### src/rtl/isc_defines.svh
// Register offsets, field positions and fixed values of the shell control block.
`ifndef ISC_DEFINES_SVH
`define ISC_DEFINES_SVH
`define ISC_OFS_TRANSLATION_ADDRESS 12'h504
`define ISC_OFS_CSR 12'h508
`define ISC_OFS_IRQ_STAT 12'h540
`define ISC_OFS_IRQ_MASK 12'h544
`define ISC_BIT_EN 0
`define ISC_BIT_XEN 1
`define ISC_BIT_IPL 2
`define ISC_BIT_OFL 3
`define ISC_BIT_EMPTY_READ_RESPONSE_SELECT 4
`define ISC_HOPL_LO 5
`define ISC_HOPL_HI 7
`define ISC_TRANSLATION_ADDRESS_LO 16
`define ISC_TRANSLATION_ADDRESS_HI 31
`define ISC_EMPTY_READ 32'hffff_ffff
`define ISC_ZERO32 32'h0000_0000
`define ISC_HOPL_256 3'h0
`define ISC_HOPL_256B 3'h1
`define ISC_HOPL_1K 3'h2
`define ISC_HOPL_4K 3'h4
`define ISC_IDX_LO 2
`define ISC_IDX_HI_256 9
`define ISC_IDX_HI_1K 11
`define ISC_IDX_HI_4K 13
`define ISC_IRQ_BITS 4
`endif

### src/rtl/isc_pkg.sv
// Types shared by the shell control block.
package isc_pkg;
    typedef logic [31:0] isc_word_t;
    typedef logic [3:0] isc_bsize_t;
    typedef logic [2:0] isc_hopl_t;
    typedef enum logic [1:0] {
        ISC_IDLE = 2'b00,
        ISC_ACK = 2'b01
    } isc_bus_state_t;
endpackage

### src/rtl/isc_shell_ctrl.sv
// Register bank and control for the messaging shell, Avalon-MM slave.
//
// Added by the designer: the Avalon-MM slave port.
`timescale 1ns/1ps
`default_nettype none
`include "isc_defines.svh"
module isc_shell_ctrl (
    input wire logic sys_clk,
    input wire logic rst,
    input wire logic [11:0] avsAddress,
    input wire logic avsRead,
    input wire logic avsWrite,
    input wire isc_pkg::isc_word_t avsWriteData,
    input wire logic [3:0] avsByteEnable,
    output isc_pkg::isc_word_t avsReadData,
    output logic avsWaitRequest,
    output logic [1:0] avsResponse,
    input wire isc_pkg::isc_word_t pciAddr,
    input wire logic pciImageHit,
    input wire logic shellAccess,
    input wire logic translationEnable,
    input wire isc_pkg::isc_bsize_t imageBlockSize,
    output logic pciRetry,
    output isc_pkg::isc_word_t pbAddr,
    input wire logic inboundPostListNotEmpty,
    input wire logic outboundFreeListNotEmpty,
    input wire logic bottomReadIpl,
    input wire logic bottomReadOfl,
    input wire isc_pkg::isc_word_t iplBottomPointer,
    input wire isc_pkg::isc_word_t oflBottomPointer,
    output isc_pkg::isc_word_t bottomReadData,
    input wire logic hostIndexLoad,
    input wire isc_pkg::isc_word_t hostIndexLoadValue,
    input wire logic hostIndexIncrement,
    output isc_pkg::isc_word_t hostOutboundIndex,
    output logic [15:0] hostListEntries,
    output logic shellEnable,
    output logic extendedOutboundEnable,
    output logic irq
);
    import isc_pkg::*;

    // ------------------------------------------------------------------
    // Registers
    // ------------------------------------------------------------------
    logic [15:0] translation_address_q, translation_address_d;
    logic shellEn_q, shellEn_d;
    logic extEn_q, extEn_d;
    logic empty_read_response_select_q, empty_read_response_select_d;
    isc_hopl_t hopl_q, hopl_d;
    logic [`ISC_IRQ_BITS-1:0] irqStat_q, irqStat_d;
    logic [`ISC_IRQ_BITS-1:0] irqMask_q, irqMask_d;
    logic iplSync1_q, iplSync2_q, iplSync3_q;
    logic oflSync1_q, oflSync2_q, oflSync3_q;
    logic ipl_q, ipl_d, ofl_q, ofl_d;
    isc_bus_state_t state_q, state_d;
    isc_word_t rdata_q, rdata_d;
    logic [1:0] resp_q, resp_d;
    isc_word_t bottom_q, bottom_d;
    isc_word_t csrView;
    logic [`ISC_IRQ_BITS-1:0] events;
    logic accessTaken;
    logic hit;

    // ------------------------------------------------------------------
    // Status inputs cross from the FIFO logic of another domain.
    // ------------------------------------------------------------------
    always_ff @(posedge sys_clk) begin
        if (rst) begin
            iplSync1_q <= 1'b0;
            iplSync2_q <= 1'b0;
            iplSync3_q <= 1'b0;
            oflSync1_q <= 1'b0;
            oflSync2_q <= 1'b0;
            oflSync3_q <= 1'b0;
        end else begin
            iplSync1_q <= inboundPostListNotEmpty;
            iplSync2_q <= iplSync1_q;
            iplSync3_q <= iplSync2_q;
            oflSync1_q <= outboundFreeListNotEmpty;
            oflSync2_q <= oflSync1_q;
            oflSync3_q <= oflSync2_q;
        end
    end

    always_comb begin
        ipl_d = ipl_q;
        ofl_d = ofl_q;
        if (iplSync2_q == iplSync3_q) begin
            ipl_d = iplSync3_q;
        end
        if (oflSync2_q == oflSync3_q) begin
            ofl_d = oflSync3_q;
        end
    end

    // ------------------------------------------------------------------
    // Bus slave: one wait cycle, answer on the second edge.
    // ------------------------------------------------------------------
    assign accessTaken = (state_q == ISC_ACK);
    assign avsWaitRequest = (avsRead || avsWrite) && !accessTaken;

    always_comb begin
        csrView = `ISC_ZERO32;
        csrView[`ISC_BIT_EN] = shellEn_q;
        csrView[`ISC_BIT_XEN] = extEn_q;
        csrView[`ISC_BIT_IPL] = ipl_q;
        csrView[`ISC_BIT_OFL] = ofl_q;
        csrView[`ISC_BIT_EMPTY_READ_RESPONSE_SELECT] = empty_read_response_select_q;
        csrView[`ISC_HOPL_HI:`ISC_HOPL_LO] = hopl_q;
    end

    always_comb begin
        state_d = ISC_IDLE;
        rdata_d = rdata_q;
        resp_d = resp_q;
        hit = 1'b1;
        if ((avsRead || avsWrite) && state_q == ISC_IDLE) begin
            state_d = ISC_ACK;
            unique case (avsAddress)
                `ISC_OFS_TRANSLATION_ADDRESS: rdata_d = {translation_address_q, 16'h0000};
                `ISC_OFS_CSR: rdata_d = csrView;
                `ISC_OFS_IRQ_STAT: rdata_d = {28'h0000000, irqStat_q};
                `ISC_OFS_IRQ_MASK: rdata_d = {28'h0000000, irqMask_q};
                default: begin
                    rdata_d = `ISC_ZERO32;
                    hit = 1'b0;
                end
            endcase
            // Unmapped words answer with a slave error and read as zero.
            resp_d = hit ? 2'b00 : 2'b10;
        end
    end

    // ------------------------------------------------------------------
    // Register writes, with byte enables.
    // ------------------------------------------------------------------
    always_comb begin
        translation_address_d = translation_address_q;
        shellEn_d = shellEn_q;
        extEn_d = extEn_q;
        empty_read_response_select_d = empty_read_response_select_q;
        hopl_d = hopl_q;
        irqMask_d = irqMask_q;
        events = {ofl_d & ~ofl_q, ipl_d & ~ipl_q, ofl_q & ~ofl_d,
                  ipl_q & ~ipl_d};
        irqStat_d = irqStat_q;
        if (avsWrite && accessTaken) begin
            unique case (avsAddress)
                `ISC_OFS_TRANSLATION_ADDRESS: begin
                    if (avsByteEnable[2]) begin
                        translation_address_d[7:0] = avsWriteData[23:16];
                    end
                    if (avsByteEnable[3]) begin
                        translation_address_d[15:8] = avsWriteData[31:24];
                    end
                end
                `ISC_OFS_CSR: begin
                    // Both list status bits are read-only.
                    if (avsByteEnable[0]) begin
                        shellEn_d = avsWriteData[`ISC_BIT_EN];
                        extEn_d = avsWriteData[`ISC_BIT_XEN];
                        empty_read_response_select_d = avsWriteData[`ISC_BIT_EMPTY_READ_RESPONSE_SELECT];
                        hopl_d = avsWriteData[`ISC_HOPL_HI:`ISC_HOPL_LO];
                    end
                end
                `ISC_OFS_IRQ_STAT: begin
                    if (avsByteEnable[0]) begin
                        irqStat_d = irqStat_q &
                            ~avsWriteData[`ISC_IRQ_BITS-1:0];
                    end
                end
                `ISC_OFS_IRQ_MASK: begin
                    if (avsByteEnable[0]) begin
                        irqMask_d = avsWriteData[`ISC_IRQ_BITS-1:0];
                    end
                end
                default: begin
                end
            endcase
        end
        // A new event wins over a clear in the same cycle.
        irqStat_d = irqStat_d | events;
    end

    always_ff @(posedge sys_clk) begin
        if (rst) begin
            translation_address_q <= 16'h0000;
            shellEn_q <= 1'b0;
            extEn_q <= 1'b0;
            empty_read_response_select_q <= 1'b0;
            hopl_q <= `ISC_HOPL_256;
            irqStat_q <= '0;
            irqMask_q <= '0;
            ipl_q <= 1'b0;
            ofl_q <= 1'b0;
            state_q <= ISC_IDLE;
            rdata_q <= `ISC_ZERO32;
            resp_q <= 2'b00;
            bottom_q <= `ISC_ZERO32;
        end else begin
            translation_address_q <= translation_address_d;
            shellEn_q <= shellEn_d;
            extEn_q <= extEn_d;
            empty_read_response_select_q <= empty_read_response_select_d;
            hopl_q <= hopl_d;
            irqStat_q <= irqStat_d;
            irqMask_q <= irqMask_d;
            ipl_q <= ipl_d;
            ofl_q <= ofl_d;
            state_q <= state_d;
            rdata_q <= rdata_d;
            resp_q <= resp_d;
            bottom_q <= bottom_d;
        end
    end

    // ------------------------------------------------------------------
    // Bottom pointer reads from the IOP.
    // ------------------------------------------------------------------
    always_comb begin
        bottom_d = bottom_q;
        if (bottomReadIpl) begin
            bottom_d = (empty_read_response_select_q && !ipl_q) ? `ISC_EMPTY_READ
                                          : iplBottomPointer;
        end else if (bottomReadOfl) begin
            bottom_d = (empty_read_response_select_q && !ofl_q) ? `ISC_EMPTY_READ
                                          : oflBottomPointer;
        end
    end

    // ------------------------------------------------------------------
    // Outputs and the two sub-blocks.
    // ------------------------------------------------------------------
    // Retry is combinational so the PCI target can stop in the same phase.
    assign pciRetry = pciImageHit && !shellEn_q;
    assign avsReadData = rdata_q;
    assign avsResponse = resp_q;
    assign bottomReadData = bottom_q;
    assign shellEnable = shellEn_q;
    assign extendedOutboundEnable = extEn_q;
    assign irq = |(irqStat_q & irqMask_q);

    isc_addr_xlate uXlate (
        .sys_clk(sys_clk),
        .rst(rst),
        .pciAddr(pciAddr),
        .translationEnable(translationEnable),
        .imageBlockSize(imageBlockSize),
        .shellAccess(shellAccess),
        .translationAddress(translation_address_q),
        .pbAddr(pbAddr)
    );

    isc_host_index uIndex (
        .sys_clk(sys_clk),
        .rst(rst),
        .enable(extEn_q),
        .listSize(hopl_q),
        .indexLoad(hostIndexLoad),
        .indexLoadValue(hostIndexLoadValue),
        .indexIncrement(hostIndexIncrement),
        .hostOutboundIndex(hostOutboundIndex),
        .listEntries(hostListEntries)
    );
endmodule // isc_shell_ctrl
`default_nettype wire

### src/rtl/isc_addr_xlate.sv
// Upper address substitution for the messaging target image.
`timescale 1ns/1ps
`default_nettype none
`include "isc_defines.svh"
module isc_addr_xlate (
    input wire logic sys_clk,
    input wire logic rst,
    input wire isc_pkg::isc_word_t pciAddr,
    input wire logic translationEnable,
    input wire isc_pkg::isc_bsize_t imageBlockSize,
    input wire logic shellAccess,
    input wire logic [15:0] translationAddress,
    output isc_pkg::isc_word_t pbAddr
);
    import isc_pkg::*;

    isc_word_t pbAddr_d;
    isc_word_t pbAddr_q;
    logic [15:0] keepMask;

    // Code n keeps the low n address bits of the upper half from the PCI side.
    always_comb begin
        keepMask = 16'h0000;
        for (int i = 0; i < 16; i++) begin
            if (i < int'(imageBlockSize)) begin
                keepMask[i] = 1'b1;
            end
        end
        pbAddr_d = pciAddr;
        if (translationEnable && !shellAccess) begin
            pbAddr_d[`ISC_TRANSLATION_ADDRESS_HI:`ISC_TRANSLATION_ADDRESS_LO] =
                (pciAddr[`ISC_TRANSLATION_ADDRESS_HI:`ISC_TRANSLATION_ADDRESS_LO] & keepMask) |
                (translationAddress & ~keepMask);
        end
    end

    always_ff @(posedge sys_clk) begin
        if (rst) begin
            pbAddr_q <= `ISC_ZERO32;
        end else begin
            pbAddr_q <= pbAddr_d;
        end
    end

    assign pbAddr = pbAddr_q;
endmodule // isc_addr_xlate
`default_nettype wire

### src/rtl/isc_host_index.sv
// Host outbound index counter that wraps at the programmed list size.
`timescale 1ns/1ps
`default_nettype none
`include "isc_defines.svh"
module isc_host_index (
    input wire logic sys_clk,
    input wire logic rst,
    input wire logic enable,
    input wire isc_pkg::isc_hopl_t listSize,
    input wire logic indexLoad,
    input wire isc_pkg::isc_word_t indexLoadValue,
    input wire logic indexIncrement,
    output isc_pkg::isc_word_t hostOutboundIndex,
    output logic [15:0] listEntries
);
    import isc_pkg::*;

    isc_word_t index_d;
    isc_word_t index_q;
    isc_word_t wrapMask;
    isc_word_t bumped;

    always_comb begin
        unique case (listSize)
            `ISC_HOPL_1K: begin
                wrapMask = 32'h0000_0ffc;
                listEntries = 16'h0400;
            end
            `ISC_HOPL_4K: begin
                wrapMask = 32'h0000_3ffc;
                listEntries = 16'h1000;
            end
            default: begin
                wrapMask = 32'h0000_03fc;
                listEntries = 16'h0100;
            end
        endcase
        bumped = index_q + 32'h0000_0004;
        index_d = index_q;
        if (indexLoad) begin
            index_d = indexLoadValue;
        end else if (indexIncrement && enable) begin
            // Bits outside the wrap field stay put so the list base stays in place.
            index_d = (index_q & ~wrapMask) | (bumped & wrapMask);
        end
    end

    always_ff @(posedge sys_clk) begin
        if (rst) begin
            index_q <= `ISC_ZERO32;
        end else begin
            index_q <= index_d;
        end
    end

    assign hostOutboundIndex = index_q;
endmodule // isc_host_index
`default_nettype wire

### config.mk
export PLATFORM = sky130hd
export DESIGN_NAME = isc_shell_ctrl
export DESIGN_NICKNAME = d
export VERILOG_FILES = /design/src/rtl/isc_pkg.sv /design/src/rtl/isc_shell_ctrl.sv /design/src/rtl/isc_addr_xlate.sv /design/src/rtl/isc_host_index.sv
export VERILOG_INCLUDE_DIRS = /design/src /design/src/rtl
export SDC_FILE = /design/constraint.sdc
export NUM_CORES = 1
export LEC_CHECK = 0
export ABC_AREA = 1
export BUFFER_PORTS_ARGS = -buffer_cell sky130_fd_sc_hd__buf_2
export CAP_MARGIN = 5
export CELL_PAD_IN_SITES_DETAIL_PLACEMENT = 1
export CELL_PAD_IN_SITES_GLOBAL_PLACEMENT = 2
export CORE_ASPECT_RATIO = 0.8
export CORE_MARGIN = 4
export CORE_UTILIZATION = 25
export CTS_BUF_LIST = sky130_fd_sc_hd__clkbuf_16
export CTS_CLUSTER_SIZE = 10
export DETAILED_ROUTE_END_ITERATION = 8
export PLACE_DENSITY_LB_ADDON = 0.1
export SYNTH_ARGS = -nofsm -noshare
export SYNTH_HDL_FRONTEND = slang
export SYNTH_SLANG_ARGS = --single-unit
### constraint.sdc
create_clock -name sys_clk -period 4 [get_ports sys_clk]
set_input_delay 0.2 -clock sys_clk [delete_from_list [all_inputs] [get_ports sys_clk]]
set_output_delay 0.2 -clock sys_clk [all_outputs]
set_load 0.01 [all_outputs]
* After elaboration in Yosys (flattened, before gate mapping) *
Cells that the tools add are included.

word-level totals
  word-level logic and storage cells = 124
  bits in registers = 170
  bits of input ports = 193
  output and inout port bits = 151

cells by class
  add/sub/neg operators = 1
  bitwise logic cells = 20
  order comparisons = 15
  reduce and logical (&&, ||, !) cells = 23
  eq/ne operators = 9
  mux-type cells = 34

operator list
  cell                     count
  $mux W32                 6
  $pmux W32 S4             1
  $eq A12 B11 Y1 const B   4
  $add A32 B3 Y32 const B  1
  $and A32 B14 Y32         1
  $and A32 B32 Y32         1
  $not A14 Y32             1
  $or A32 B32 Y32          1
  $lt A4 B4 Y1 const A     7
  $pmux W14 S2             1
  $pmux W13 S2             1
  $mux W1                  20
  $and A16 B15 Y16         1
  $and A16 B16 Y16         1
  $lt A3 B4 Y1 const A     4
  $mux W16                 1
  $not A15 Y16             1
  $or A16 B16 Y16          1
  $mux W4                  3
  $reduce_and A3 Y1        4
  $and A4 B4 Y4            2
  $logic_and A1 B1 Y1      8
  $lt A1 B4 Y1 const A     2
  $lt A2 B4 Y1 const A     2
  14 further kinds         27

* Depth between registers and ports, before layout *
Gate-level depths: netlist of the first run.

  depth after elaboration = 7
  gate-level depth with buffers = 9
  gate-level depth less buffers = 9

* By module *
A second synthesis of the first run with hierarchy kept.

second synthesis, totals
  cell total of the unflattened synthesis = 1059
  area, all modules = 7253.2 um^2

by module, submodules not included
  module          area an instance (um^2)  cells each  seq. area each (um^2)  instances
  isc_shell_ctrl  4401.7                   662         1921.8                 1
  isc_host_index  1631.6                   231         640.6                  1
  isc_addr_xlate  1219.9                   166         640.6                  1

* Least setup slack after synthesis of the first run *
No wires, ideal clock.

  path kind = reg-to-reg
  from = reg uIndex.index_q[2], in the netlist uIndex.hostOutboundIndex[2]
  to = reg (tool-made name)
  required time = 3.872 ns
  buffers on the path = 0
  arrival = 1.235 ns
  clock period less this slack = 1.363 ns
  cell stages (with the launch flop) = 9
  path slack = 2.637 ns
  library setup time = 0.128 ns
  path through = dfxtp_1 > ha_1 > nand3_1 > nor2_1 > nand2_1 > o21ai_0 > nor2_1 > nor2_1 > nor2_1

RTL lines
  element                 RTL line              source
  from (decl)             isc_host_index.sv:19  isc_word_t index_q;
  from (signal assigned)  isc_host_index.sv:50  index_q <= `ISC_ZERO32;
  from (signal assigned)  isc_host_index.sv:52  index_q <= index_d;

* Worst setup path after layout of the first run *
  from = reg state_q[0]
  to = out avsWaitRequest

on the way
  cells in the longest elaborated chain, start to end = 3

RTL lines
  element                 RTL line               source
  from (decl)             isc_shell_ctrl.sv:56   isc_bus_state_t state_q, state_d;
  from (signal assigned)  isc_shell_ctrl.sv:211  state_q <= state_d;
  $eq A2 B1 Y1            isc_shell_ctrl.sv:100  assign accessTaken = (state_q == ISC_ACK);
  $logic_not A1 Y1        isc_shell_ctrl.sv:101  assign avsWaitRequest = (avsRead || avsWrite) && !accessTaken;
  $logic_and A1 B1 Y1     isc_shell_ctrl.sv:101
  to (decl)               isc_shell_ctrl.sv:16   output logic avsWaitRequest,

Every way passes these cells.

==> qor_table.md, run 1 <==
| Parameter | Reported | Unit |
|---|---|---|
| Outcome | completed | - |
| Top post-synthesis cells by area | sky130_fd_sc_hd__dfxtp_1 45%, sky130_fd_sc_hd__nor2_1 12%, sky130_fd_sc_hd__inv_1 7.9% | - |
| Total Power | 3.92 | mW |
| Achievable clock frequency | 0.537 | GHz |
| Placer congestion estimate | 0.777 | - |
| Source-to-sink clock delay at the later pin of the worst-skew pair | 0.43 | ns |
| RSZ-0062 raised after global routing | false | - |
| Clk root buf | sky130_fd_sc_hd__clkbuf_16 | - |
| CTS sink count | 160 | - |
| Worst EP arrival | 1.66 | ns |
| Initial core utilization | 25.7 | % |
| Number of storage elements in the synthesis netlist | 160 | - |
| Slew Viols, Final | 0 | - |
| Fraction of synthesized cell area taken by the top area cell type | 45.1 | % |
| Min cycle time layout | 1.86 | ns |
| Leading cell type in the layout, fill and taps excluded | sky130_fd_sc_hd__buf_2 | - |
| Most used cells in the layout excluding fill and tap cells | 312 x sky130_fd_sc_hd__buf_2, 225 x sky130_fd_sc_hd__nor2_1, 160 x sky130_fd_sc_hd__dfxtp_1, 148 x sky130_fd_sc_hd__inv_1, 141 x sky130_fd_sc_hd__nand2_1 | - |
| Nets | 1569 | - |
| Count of unique library cells instantiated by Yosys | 34 | - |
| Seq pwr share | 43.6 | % |
| First-pass detailed-route iteration total | 4 | - |
| Final hold violation count | 0 | - |
| Power dissipated by switching net loads | 1.04 | mW |
| Share of flip-flops with an asynchronous set or reset | 0 | % |
| Number of buffers on the longest clock path | 2 | - |
| Ratio of routed vias to standard cells | 4.31 | - |
| Pwr dens | 389 | mW/mm^2 |
| Dominant combinational cell family by area after synthesis | simple AND/OR/NAND/NOR gates | - |
| Clk_skew | 0.00743 | ns |
| GR Overflow Total | 0 | - |
| Number of max-cap violations | 0 | - |
| Die X | 196 | um |
| Yosys warnings | 0 | - |
| Aggregate routed wire length | 27900 | um |
| Sum of negative setup slack | 0 | ns |
| Clk pwr share | 43.3 | % |
| XOR/XNOR share of the synthesized area | 0.494 | % |
| Gate count of the mapped netlist | 1026 | - |
| Antenna violations before repair | 9 | - |
| Leak Pwr | 5.14 | nW |
| Category of cells accounting for the largest share of critical-path delay | buffers and inverters | - |
| Proportion of synthesized area in mux cells | 0 | % |
| I/O pin count | 344 | - |
| Number of DRC violations after detailed routing | 0 | - |
| Die Span Y | 159 | um |
| H-tree levels | 4 | - |
| Global-route wire length before repair | 42400 | um |
| CTS clock-pin slew for the worst setup and hold paths | 0.06 | ns |
| Layout cells sized above 1 | 26.6 | % |
| Critical Path Source Type | register | - |
| Core Rows | 54 | - |
| Number of flops mapped to enable cells by yosys | 0 | - |
| Number of buffers inserted during clock tree synthesis | 17 | - |
| Switching power as a share of total power | 26.7 | % |
| Sequential fraction of the synthesis area | 45.1 | % |
| Headroom to the max-slew limit | 38.0 | % |
| Worst path buffer plus inverter count | 2 | - |
| Crit Path Category | reg2out | - |
| CTS tree | yes | - |
| Fin crit share | 46.6 | % |
| Internal power of the cells | 2.87 | mW |
| DRC marker count from the first detailed-route iteration | 236 | - |
| Largest net degree at the start of global routing | 60 | - |
| Peak fanout along the critical path | 36 | - |
| Worst Setup End Kind | output pin | - |
| Post-synth top area cell | sky130_fd_sc_hd__dfxtp_1 | - |
| Most used flip-flop cell after synthesis | sky130_fd_sc_hd__dfxtp_1 | - |
| Post-synthesis instance area | 0.00709 | mm^2 |
| Share of the synthesized area in compound gates (AO/OA/AOI/OAI) | 15.3 | % |
| Basic-gate share of the synthesized area counting and, or, nand and nor cells | 25.5 | % |
| Critical-path cell with the highest stage delay | sky130_fd_sc_hd__buf_4 | - |
| Count of endpoints failing setup in the final report | 0 | - |
| Hold Crit Class | in2reg | - |
| DIE AREA | 0.0312 | mm^2 |
| Data required, critical path | 3.80 | ns |
| Chain of cells forming the critical path | nor2_2 > buf_4 > buf_2 | - |
| Combinational cell fraction of total power | 13.1 | % |
| Via count of the first global-routing pass | 7695 | - |
| Post-detailed-route count of antenna-violating nets | 0 | - |
| Crit path largest cell delay | 0.40 | ns |
| Total of buffers placed on input and output ports | 312 | - |
| Post-synthesis adder-cell area fraction | 0.176 | % |
| Core footprint | 0.0276 | mm^2 |
| Area overhead of the layout relative to synthesis | 41.9 | % |
| Average footprint of a synthesized cell | 6.91 | um^2 |
| Number of inserted filler cells in the final layout | 3567 | - |
| WL per Instance | 15.9 | um |
| Detailed-route via count | 7554 | - |
| Hpwl dp | 20500 | um |
| Peak supply drop | 278 | uV |
| Worst-Margin Slew | 0.929 | ns |
| Total global routing track utilization | 17.2 | % |
through the flow:
step	std cells	cell area, um^2	hold slack, ns	worst slack (ns)	utilization [%]
6_report	1754	10100	0.0265	2.14	36.4
5_1_grt	1753	10100	0.0288	1.94	36.4
4_1_cts	1752	10100	0.00506	2.07	36.4
3_5_place_dp	1664	8910	0.404	1.98	32.2
3_3_place_gp	1664	8910	0.399	2.00	32.2
2_1_floorplan	1047	7170	0.307	2.64	-
final timing paths:
path,from,endpoint,slack (ns),cells past startpoint
hold / removal,hostIndexLoadValue[26],uIndex.hostOutboundIndex[26],0.03,3
hold reg to reg,iplSync1_q,iplSync2_q,0.41,2
setup reg to reg,empty_read_response_select_q,bottomReadData[23],2.15,7
setup / recovery,state_q[0],avsWaitRequest,2.14,3
power groups by stage:
stage	Clock [mW]	Sequential, mW	Combinational, mW
floorplan	0	1.78	0.211
global placement	0	1.74	0.469
detailed placement	0	1.74	0.474
CTS	1.76	1.71	0.520
global route	1.81	1.72	0.573
finish	1.70	1.71	0.511
metal layers:
| layer | vias to the layer above | track usage (%) | part of all wire [%] |
|---|---|---|---|
| met5 | - | 0 | 0.30 |
| met4 | 14 | 4.49 | 1.2 |
| met3 | 35 | 6.11 | 6.8 |
| met2 | 169 | 27.9 | 47 |
| met1 | 3452 | 21.9 | 45 |
| li1 | 3884 | - | - |
flip-flops by register name, summed over array words and instances, names as in the netlist, 3 cells and up, named ones only:
name	flops
uXlate.pbAddr	32
irqMask_q	4
uIndex.hostOutboundIndex	28
bottomReadData	32
translation_address_q	16
irqStat_q	4
hopl_q	3
avsReadData	24
layout make-up:
class	count	area, um^2	area share (%)
inverter	151	567	5.63
antenna	2	5.00	0.0497
clock buffer	17	425	4.23
timing repair buffer	379	2200	21.9
sequential	160	3200	31.8
multi-input combinational	666	3040	30.2
clock inverter	15	168	1.67
tap	364	455	4.53
cell usage after synthesis, types with 4 or more instances:
cell type                  instances
sky130_fd_sc_hd__nor3b_1           4
sky130_fd_sc_hd__dfxtp_1         160
sky130_fd_sc_hd__a21oi_1          53
sky130_fd_sc_hd__a31oi_1           7
sky130_fd_sc_hd__inv_1           149
sky130_fd_sc_hd__buf_4            22
sky130_fd_sc_hd__buf_1             5
sky130_fd_sc_hd__nand2_1         141
sky130_fd_sc_hd__o22ai_1          28
sky130_fd_sc_hd__nor2_1          228
sky130_fd_sc_hd__o21ai_0         104
sky130_fd_sc_hd__buf_2             5
sky130_fd_sc_hd__nand3_1          41
sky130_fd_sc_hd__clkbuf_1         35
sky130_fd_sc_hd__nor2_2            4
sky130_fd_sc_hd__o221ai_1          4
sky130_fd_sc_hd__nor3_1            6
worst register-to-register path, cell delays in order (launching register included):
cell                      delay (ns)
sky130_fd_sc_hd__dfxtp_1        0.33
sky130_fd_sc_hd__inv_1          0.08
sky130_fd_sc_hd__nor2_2         0.71
sky130_fd_sc_hd__buf_4          0.32
sky130_fd_sc_hd__nor2_1         0.07
sky130_fd_sc_hd__o22ai_1        0.10
sky130_fd_sc_hd__o21ai_0        0.10
sky130_fd_sc_hd__inv_1          0.08
repair_timing:
| action | CTS | global route |
|---|---|---|
| endpoints found under the setup margin | 0 | 0 |
| gates resized for setup | 0 | 0 |
| buffers inserted | 0 | 0 |
| hold endpoints to repair | 56 | 0 |
| hold buffers | 56 | 0 |
cells by family (layout without fill, tap and decap cells):
kind of cell               after synthesis  in the layout
DFF                                    160            160
buffers and inverters                  221            562
adders and majority gates                1              1
xor gates and xnor gates                 4              4
AOI/OAI and AO/OA                      202            202
other                                    1             24
and+or+nand+nor                        437            437
No activity file was read; power rests on OpenSTA's default activity.
==> run 2, diff against run 1 <==
--- a/config.mk
+++ b/config.mk
@@ -13,7 +13,7 @@
 export CELL_PAD_IN_SITES_GLOBAL_PLACEMENT = 2
 export CORE_ASPECT_RATIO = 0.8
 export CORE_MARGIN = 4
-export CORE_UTILIZATION = 25
+export CORE_UTILIZATION = 21
 export CTS_BUF_LIST = sky130_fd_sc_hd__clkbuf_16
 export CTS_CLUSTER_SIZE = 10
 export DETAILED_ROUTE_END_ITERATION = 8
==> constraint.sdc (replaced) <==
create_clock -name sys_clk -period 1.5 [get_ports sys_clk]
set_input_delay 0.075 -clock sys_clk [delete_from_list [all_inputs] [get_ports sys_clk]]
set_output_delay 0.075 -clock sys_clk [all_outputs]
set_load 0.01 [all_outputs]
==> qor_table.md, run 2 (synthesis results as in run 1) <==
| Parameter | Reported | Unit | Delta |
|---|---|---|---|
| Outcome | completed | - | unchanged |
| Post-detailed-route count of antenna-violating nets | 0 | - | unchanged |
| CTS tree | yes | - | unchanged |
| Core footprint | 0.0329 | mm^2 | was 0.0276 mm^2 |
| Critical Path Source Type | register | - | unchanged |
| Peak fanout along the critical path | 20 | - | was 36 |
| Achievable clock frequency | 0.709 | GHz |  |
| Fin crit share | 94.1 | % |  |
| Worst EP arrival | 1.34 | ns | was 1.66 ns |
| Total Power | 10.3 | mW | was 3.92 mW |
| RSZ-0062 raised after global routing | false | - | unchanged |
| Core occupancy in the finished layout | 34.8 | % | was 36.4% |
| Min cycle time layout | 1.41 | ns |  |
| Total global routing track utilization | 15.8 | % | was 17.2% |
| First-pass detailed-route iteration total | 6 | - | was 4 |
| Hold Crit Class | in2reg | - | unchanged |
| Via count of the first global-routing pass | 8308 | - | was 7695 |
| Layout cells sized above 1 | 27.3 | % | was 26.6% |
| Sum of negative setup slack | 0 | ns | unchanged |
| Final hold violation count | 0 | - | unchanged |
| GR Overflow Total | 0 | - | unchanged |
| Slew Viols, Final | 0 | - | unchanged |
| Area overhead of the layout relative to synthesis | 61.5 | % | was 41.9% |
| Number of max-cap violations | 0 | - | unchanged |
| Clk root buf | sky130_fd_sc_hd__clkbuf_16 | - | unchanged |
| Clk_skew | 0.0107 | ns | was 0.00743 ns |
| Worst Setup End Kind | output pin | - | unchanged |
| H-tree levels | 4 | - | unchanged |
| Antenna violations before repair | 2 | - | was 9 |
| Initial core utilization | 21.5 | % | was 25.7% |
| Source-to-sink clock delay at the later pin of the worst-skew pair | 0.44 | ns | was 0.43 ns |
| Ratio of routed vias to standard cells | 4.14 | - | was 4.31 |
| WL per Instance | 15.4 | um | was 15.9 um |
| Crit Path Category | reg2out | - | unchanged |
| Leak Pwr | 5.74 | nW | was 5.14 nW |
| Count of endpoints failing setup in the final report | 0 | - | unchanged |
| Total of buffers placed on input and output ports | 312 | - | unchanged |
| DRC marker count from the first detailed-route iteration | 223 | - | was 236 |
| Most used cells in the layout excluding fill and tap cells | 312 x sky130_fd_sc_hd__buf_2, 220 x sky130_fd_sc_hd__nor2_1, 158 x sky130_fd_sc_hd__dfxtp_1, 154 x sky130_fd_sc_hd__dlygate4sd3_1, 147 x sky130_fd_sc_hd__inv_1 | - | was 312 x sky130_fd_sc_hd__buf_2, 225 x sky130_fd_sc_hd__nor2_1, 160 x sky130_fd_sc_hd__dfxtp_1, 148 x sky130_fd_sc_hd__inv_1, 141 x sky130_fd_sc_hd__nand2_1 |
| Final-layout worst hold slack | 0.0226 | ns | was 0.0265 ns |
| Number of buffers on the longest clock path | 2 | - | unchanged |
| Count of antenna diodes in the layout | 0 | - | was 2 |
| I/O pin count | 344 | - | unchanged |
| Global-route wire length before repair | 45700 | um | was 42400 um |
| Peak supply drop | 611 | uV | was 278 uV |
| Core Rows | 59 | - | was 54 |
| Largest net degree at the start of global routing | 62 | - | was 60 |
| Die X | 213 | um | was 196 um |
| DIE AREA | 0.0368 | mm^2 | was 0.0312 mm^2 |
| CTS sink count | 160 | - | unchanged |
| Placer congestion estimate | 0.762 | - | was 0.777 |
| Number of DRC violations after detailed routing | 0 | - | unchanged |
| Nets | 1697 | - | was 1569 |
| Number of buffers inserted during clock tree synthesis | 17 | - | unchanged |
| Detailed-route via count | 8039 | - | was 7554 |
| Data required, critical path | 1.42 | ns | was 3.80 ns |
| Die Span Y | 172 | um | was 159 um |
| Pwr dens | 896 | mW/mm^2 | was 389 mW/mm^2 |
| Aggregate routed wire length | 29900 | um | was 27900 um |
| CTS clock-pin slew for the worst setup and hold paths | 0.06 | ns | about the same |
| Leading cell type in the layout, fill and taps excluded | sky130_fd_sc_hd__buf_2 | - | unchanged |
| Hpwl dp | 21800 | um | was 20500 um |
## run 2: cell count changes in the layout (fill, tap and decap cells not counted), moves of 4 or more
cell                            delta
sky130_fd_sc_hd__buf_4            +19
sky130_fd_sc_hd__clkinv_1          -4
sky130_fd_sc_hd__nor2_2            +4
sky130_fd_sc_hd__buf_12           +10
sky130_fd_sc_hd__nor2_1            -5
sky130_fd_sc_hd__dlygate4sd3_1    +98
## run 2: worst paths after layout
kind,from,endpoint,slack [ns],cells after the start
max,state_q[0],avsWaitRequest,0.09,3
min,iplBottomPointer[27],bottomReadData[27],0.02,5
max reg2reg,uIndex.hostOutboundIndex[2],register,0.17,9
min reg2reg,iplSync1_q,iplSync2_q,0.41,2
## run 2: power by group
part / switching [mW] / total (mW) / internal, mW
Sequential: 0.0967 / 4.55 / 4.46
Combinational: 0.851 / 1.69 / 0.838
Clock: 1.92 / 4.02 / 2.10
## run 2: timing repair
item | CTS | global route
gates resized for setup | 4 | 13
buffers inserted | 1 | 3
hold buffers | 154 | 0
pin swaps | 1 | 4
gates cloned | 0 | 1
setup endpoints to repair | 2 | 21
endpoints found under the hold margin | 125 | 0
## run 2: critical path: stages (launching register included)
cell and delay [ns]:
sky130_fd_sc_hd__dfxtp_1 0.34, sky130_fd_sc_hd__nor2_4 0.21, sky130_fd_sc_hd__buf_12 0.19, sky130_fd_sc_hd__buf_2 0.15
## run 2: area by class of cell
class	count	area (um^2)
clock buffer	17	425
sequential	160	3210
inverter	151	571
multi-input combinational	666	3070
tap	427	534
clock inverter	14	93.8
fill	4178	21500
timing repair buffer	507	3550
## run 2: stage by stage
stage | worst slack (ns) | area [um^2] | instances
6_report | 0.0887 | 11500 | 1942
5_1_grt | 0.00477 | 11500 | 1942
4_1_cts | 0.0165 | 11400 | 1938
3_5_place_dp | 0.0837 | 9290 | 1752
3_3_place_gp | 0.112 | 9290 | 1752
2_1_floorplan | 0.137 | 7170 | 1047
## run 2: metal layers
layer	track usage, %	up-vias	share of wire (%)
met1	20.3	3717	46
met3	4.66	20	5.7
li1	-	4138	-
met2	26.3	160	47
met4	3.70	4	1.1
met5	0	-	0.090
==> run 3, diff against run 2 <==
--- a/config.mk
+++ b/config.mk
@@ -17,7 +17,7 @@
 export CTS_BUF_LIST = sky130_fd_sc_hd__clkbuf_16
 export CTS_CLUSTER_SIZE = 10
 export DETAILED_ROUTE_END_ITERATION = 8
-export PLACE_DENSITY_LB_ADDON = 0.1
+export PLACE_DENSITY = 0.88
 export SYNTH_ARGS = -nofsm -noshare
 export SYNTH_HDL_FRONTEND = slang
 export SYNTH_SLANG_ARGS = --single-unit
==> qor_table.md, run 3 (synthesis results as in run 1) <==
| Parameter | Reported | Unit | Delta |
|---|---|---|---|
| Outcome | completed | - | unchanged |
| Data required, critical path | 1.82 | ns | was 1.42 ns |
| Pwr dens | 925 | mW/mm^2 | was 896 mW/mm^2 |
| Length in cells of the worst reg-to-reg path | 8 | - | was 9 |
| Total Power | 10.5 | mW | was 10.3 mW |
| Hpwl dp | 20600 | um | was 21800 um |
| RSZ-0062 raised after global routing | true | - | was false |
| Cell seen most often among critical-path stages | sky130_fd_sc_hd__nor2_1 | - |  |
| Worst slack at placement | 0.0285 | ns | was 0.0837 ns |
| Die Span Y | 172 | um | unchanged |
| Source of the worst register-to-register timing path | uIndex.hostOutboundIndex[3] | - | was uIndex.hostOutboundIndex[2] |
| Post-CTS repair timing setup buffer count | 0 | - | was 1 |
| Worst EP arrival | 1.74 | ns | was 1.34 ns |
| Clk root buf | sky130_fd_sc_hd__clkbuf_16 | - | unchanged |
| CTS tree | yes | - | unchanged |
| Nets | 1681 | - | was 1697 |
| Internal power of the cells | 7.43 | mW | was 7.39 mW |
| Largest net degree at the start of global routing | 66 | - | was 62 |
| Count of antenna diodes in the layout | 0 | - | unchanged |
| Area of placed instances | 0.00923 | mm^2 | was 0.00929 mm^2 |
| DIE AREA | 0.0368 | mm^2 | unchanged |
| I/O pin count | 344 | - | unchanged |
| Final hold violation count | 0 | - | unchanged |
| Headroom to the max-slew limit | 51.8 | % |  |
| Combinational cell fraction of total power | 16.0 | % | was 16.5% |
| Clk pwr share | 40.4 | % | was 39.2% |
| Finished Cell Area | 0.0113 | mm^2 | was 0.0115 mm^2 |
| Most used cells in the layout excluding fill and tap cells | 312 x sky130_fd_sc_hd__buf_2, 224 x sky130_fd_sc_hd__nor2_1, 156 x sky130_fd_sc_hd__dfxtp_1, 150 x sky130_fd_sc_hd__dlygate4sd3_1, 146 x sky130_fd_sc_hd__inv_1 | - | was 312 x sky130_fd_sc_hd__buf_2, 220 x sky130_fd_sc_hd__nor2_1, 158 x sky130_fd_sc_hd__dfxtp_1, 154 x sky130_fd_sc_hd__dlygate4sd3_1, 147 x sky130_fd_sc_hd__inv_1 |
| Layout cells sized above 1 | 27.1 | % | was 27.3% |
| Via count of the first global-routing pass | 8999 | - | was 8308 |
| CTS sink count | 160 | - | unchanged |
| Number of max-cap violations | 0 | - | unchanged |
| Critical Path Source Type | register | - | unchanged |
| Achievable clock frequency | 0.707 | GHz | was 0.709 GHz |
| Fin crit share | 94.4 | % | was 94.1% |
| Ratio of routed vias to standard cells | 4.36 | - | was 4.14 |
| Register-to-register setup slack | 0.08 | ns | was 0.17 ns |
| Number of DRC violations after detailed routing | 0 | - | unchanged |
| Post-detailed-route count of antenna-violating nets | 0 | - | unchanged |
| Aggregate routed wire length | 30600 | um | was 29900 um |
| Count of endpoints failing setup in the final report | 0 | - | unchanged |
| WL per Instance | 15.9 | um | was 15.4 um |
| Worst-Margin Slew | 0.724 | ns |  |
| Total of buffers placed on input and output ports | 312 | - | unchanged |
| Detailed-route via count | 8393 | - | was 8039 |
| Worst setup path startpoint | uIndex.hostOutboundIndex[3] | - | was state_q[0] |
| Hold Crit Class | in2reg | - | unchanged |
| Area overhead of the layout relative to synthesis | 59.6 | % | was 61.5% |
| Power dissipated by switching net loads | 3.04 | mW | was 2.87 mW |
| Number of buffers on the longest clock path | 2 | - | unchanged |
| Total global routing track utilization | 16.2 | % | was 15.8% |
| Min cycle time layout | 1.42 | ns | was 1.41 ns |
| Antenna violations before repair | 0 | - | was 2 |
| Peak fanout along the critical path | 4 | - | was 20 |
| Chain of cells forming the critical path | ha_1 > nand3_2 > nor2_2 > nand2_2 > o21ai_0 > nor2_1 > nor2_1 > nor2_1 | - | was nor2_4 > buf_12 > buf_2 |
| Source-to-sink clock delay at the later pin of the worst-skew pair | 0.44 | ns | about the same |
| DRC marker count from the first detailed-route iteration | 249 | - | was 223 |
| Core Rows | 59 | - | unchanged |
| Number of buffers inserted during clock tree synthesis | 17 | - | unchanged |
| Initial core utilization | 21.5 | % | unchanged |
| H-tree levels | 4 | - | unchanged |
| Leading cell type in the layout, fill and taps excluded | sky130_fd_sc_hd__buf_2 | - | unchanged |
| Worst Setup End Kind | register | - | was output pin |
| GR Overflow Total | 0 | - | unchanged |
| Seq pwr share | 43.6 | % | was 44.4% |
| Switching power as a share of total power | 29.0 | % | was 28.0% |
| First-pass detailed-route iteration total | 4 | - | was 6 |
| Placer congestion estimate | 0.852 | - | was 0.762 |
| Crit path largest cell delay | 0.35 | ns | was 0.34 ns |
| Slew Viols, Final | 0 | - | unchanged |
| Peak supply drop | 654 | uV | was 611 uV |
| Leak Pwr | 5.65 | nW | was 5.74 nW |
| Slack of the critical path | 0.0847 | ns | was 0.0887 ns |
| Clk_skew | 0.00933 | ns | was 0.0107 ns |
| CTS clock-pin slew for the worst setup and hold paths | 0.07 | ns | was 0.06 ns |
| Crit Path Category | reg2reg | - | was reg2out |
| Core footprint | 0.0329 | mm^2 | unchanged |
| Die X | 213 | um | unchanged |
| Global-route wire length before repair | 47100 | um | was 45700 um |
| Critical-path cell with the highest stage delay | sky130_fd_sc_hd__dfxtp_2 | - | was sky130_fd_sc_hd__dfxtp_1 |
-- run 3: changes by cell type in the layout (fill, tap and decap cells not counted), sizes merged --
| cell | previous run | this run |
|---|---|---|
| clkbuf | 18 | 17 |
| clkinvlp | 4 | 3 |
| dlygate4sd3 | 154 | 150 |
| clkinv | 8 | 5 |
| inv | 153 | 158 |
| buf | 352 | 341 |
-- run 3: worst min path at each step --
stage | from | end | slack, ns | depth (start not counted)
global route | oflBottomPointer[14] | bottomReadData[14] | 0.03 | 5
floorplan | inboundPostListNotEmpty | iplSync1_q | 0.18 | 2
CTS | iplBottomPointer[18] | bottomReadData[18] | 0.002 | 5
global placement | pciAddr[10] | uXlate.pbAddr[10] | 0.28 | 3
detailed placement | pciAddr[12] | uXlate.pbAddr[12] | 0.28 | 3
finish | iplBottomPointer[19] | bottomReadData[19] | 0.04 | 5
-- run 3: cell type report --
class                      count  area [um^2]
tap                          427          534
sequential                   160         3210
fill                        4099        21600
clock buffer                  17          425
multi-input combinational    666         3080
inverter                     151          567
timing repair buffer         491         3380
clock inverter                15          125
-- run 3: metrics by stage --
stage	util, %	instances	hold WS, ns	setup TNS (ns)
3_3_place_gp	28.0	1745	0.276	0
3_5_place_dp	28.0	1745	0.285	0
2_1_floorplan	-	1047	0.182	0
6_report	34.4	1927	0.0404	0
5_1_grt	34.4	1927	0.0286	-0.0416
4_1_cts	34.3	1927	0.00158	0
-- run 3: what timing repair did --
action	4_1_cts	5_1_grt
resized for setup	3	16
pin swaps	0	4
endpoints found under the setup margin	1	21
cloned	0	0
hold buffers	150	0
hold endpoints to repair	125	0
-- run 3: worst max-delay path, delay by kind of cell (launching register included) --
family          cells  cell delay, ns
compound gates      1            0.15
simple gates        6            0.61
fa+ha+maj           1            0.18
flops               1            0.35
-- run 3: power by group through the flow --
| stage | Clock, mW | Sequential (mW) | Combinational (mW) |
|---|---|---|---|
| 2_1_floorplan | 0 | 4.74 | 0.562 |
| 3_3_place_gp | 0 | 4.64 | 1.30 |
| 3_5_place_dp | 0 | 4.65 | 1.33 |
| 4_1_cts | 4.43 | 4.56 | 1.65 |
| 5_1_grt | 4.58 | 4.58 | 1.85 |
| 6_report | 4.24 | 4.56 | 1.68 |
-- run 3: per-layer routing --
| layer | vias to the layer above | track usage, % | share of wire, % |
|---|---|---|---|
| met1 | 3979 | 18.9 | 42 |
| met4 | 0 | 6.18 | 2.9 |
| met3 | 63 | 5.17 | 6.5 |
| met2 | 245 | 27.9 | 49 |
| met5 | - | 0 | 0 |
| li1 | 4106 | - | - |
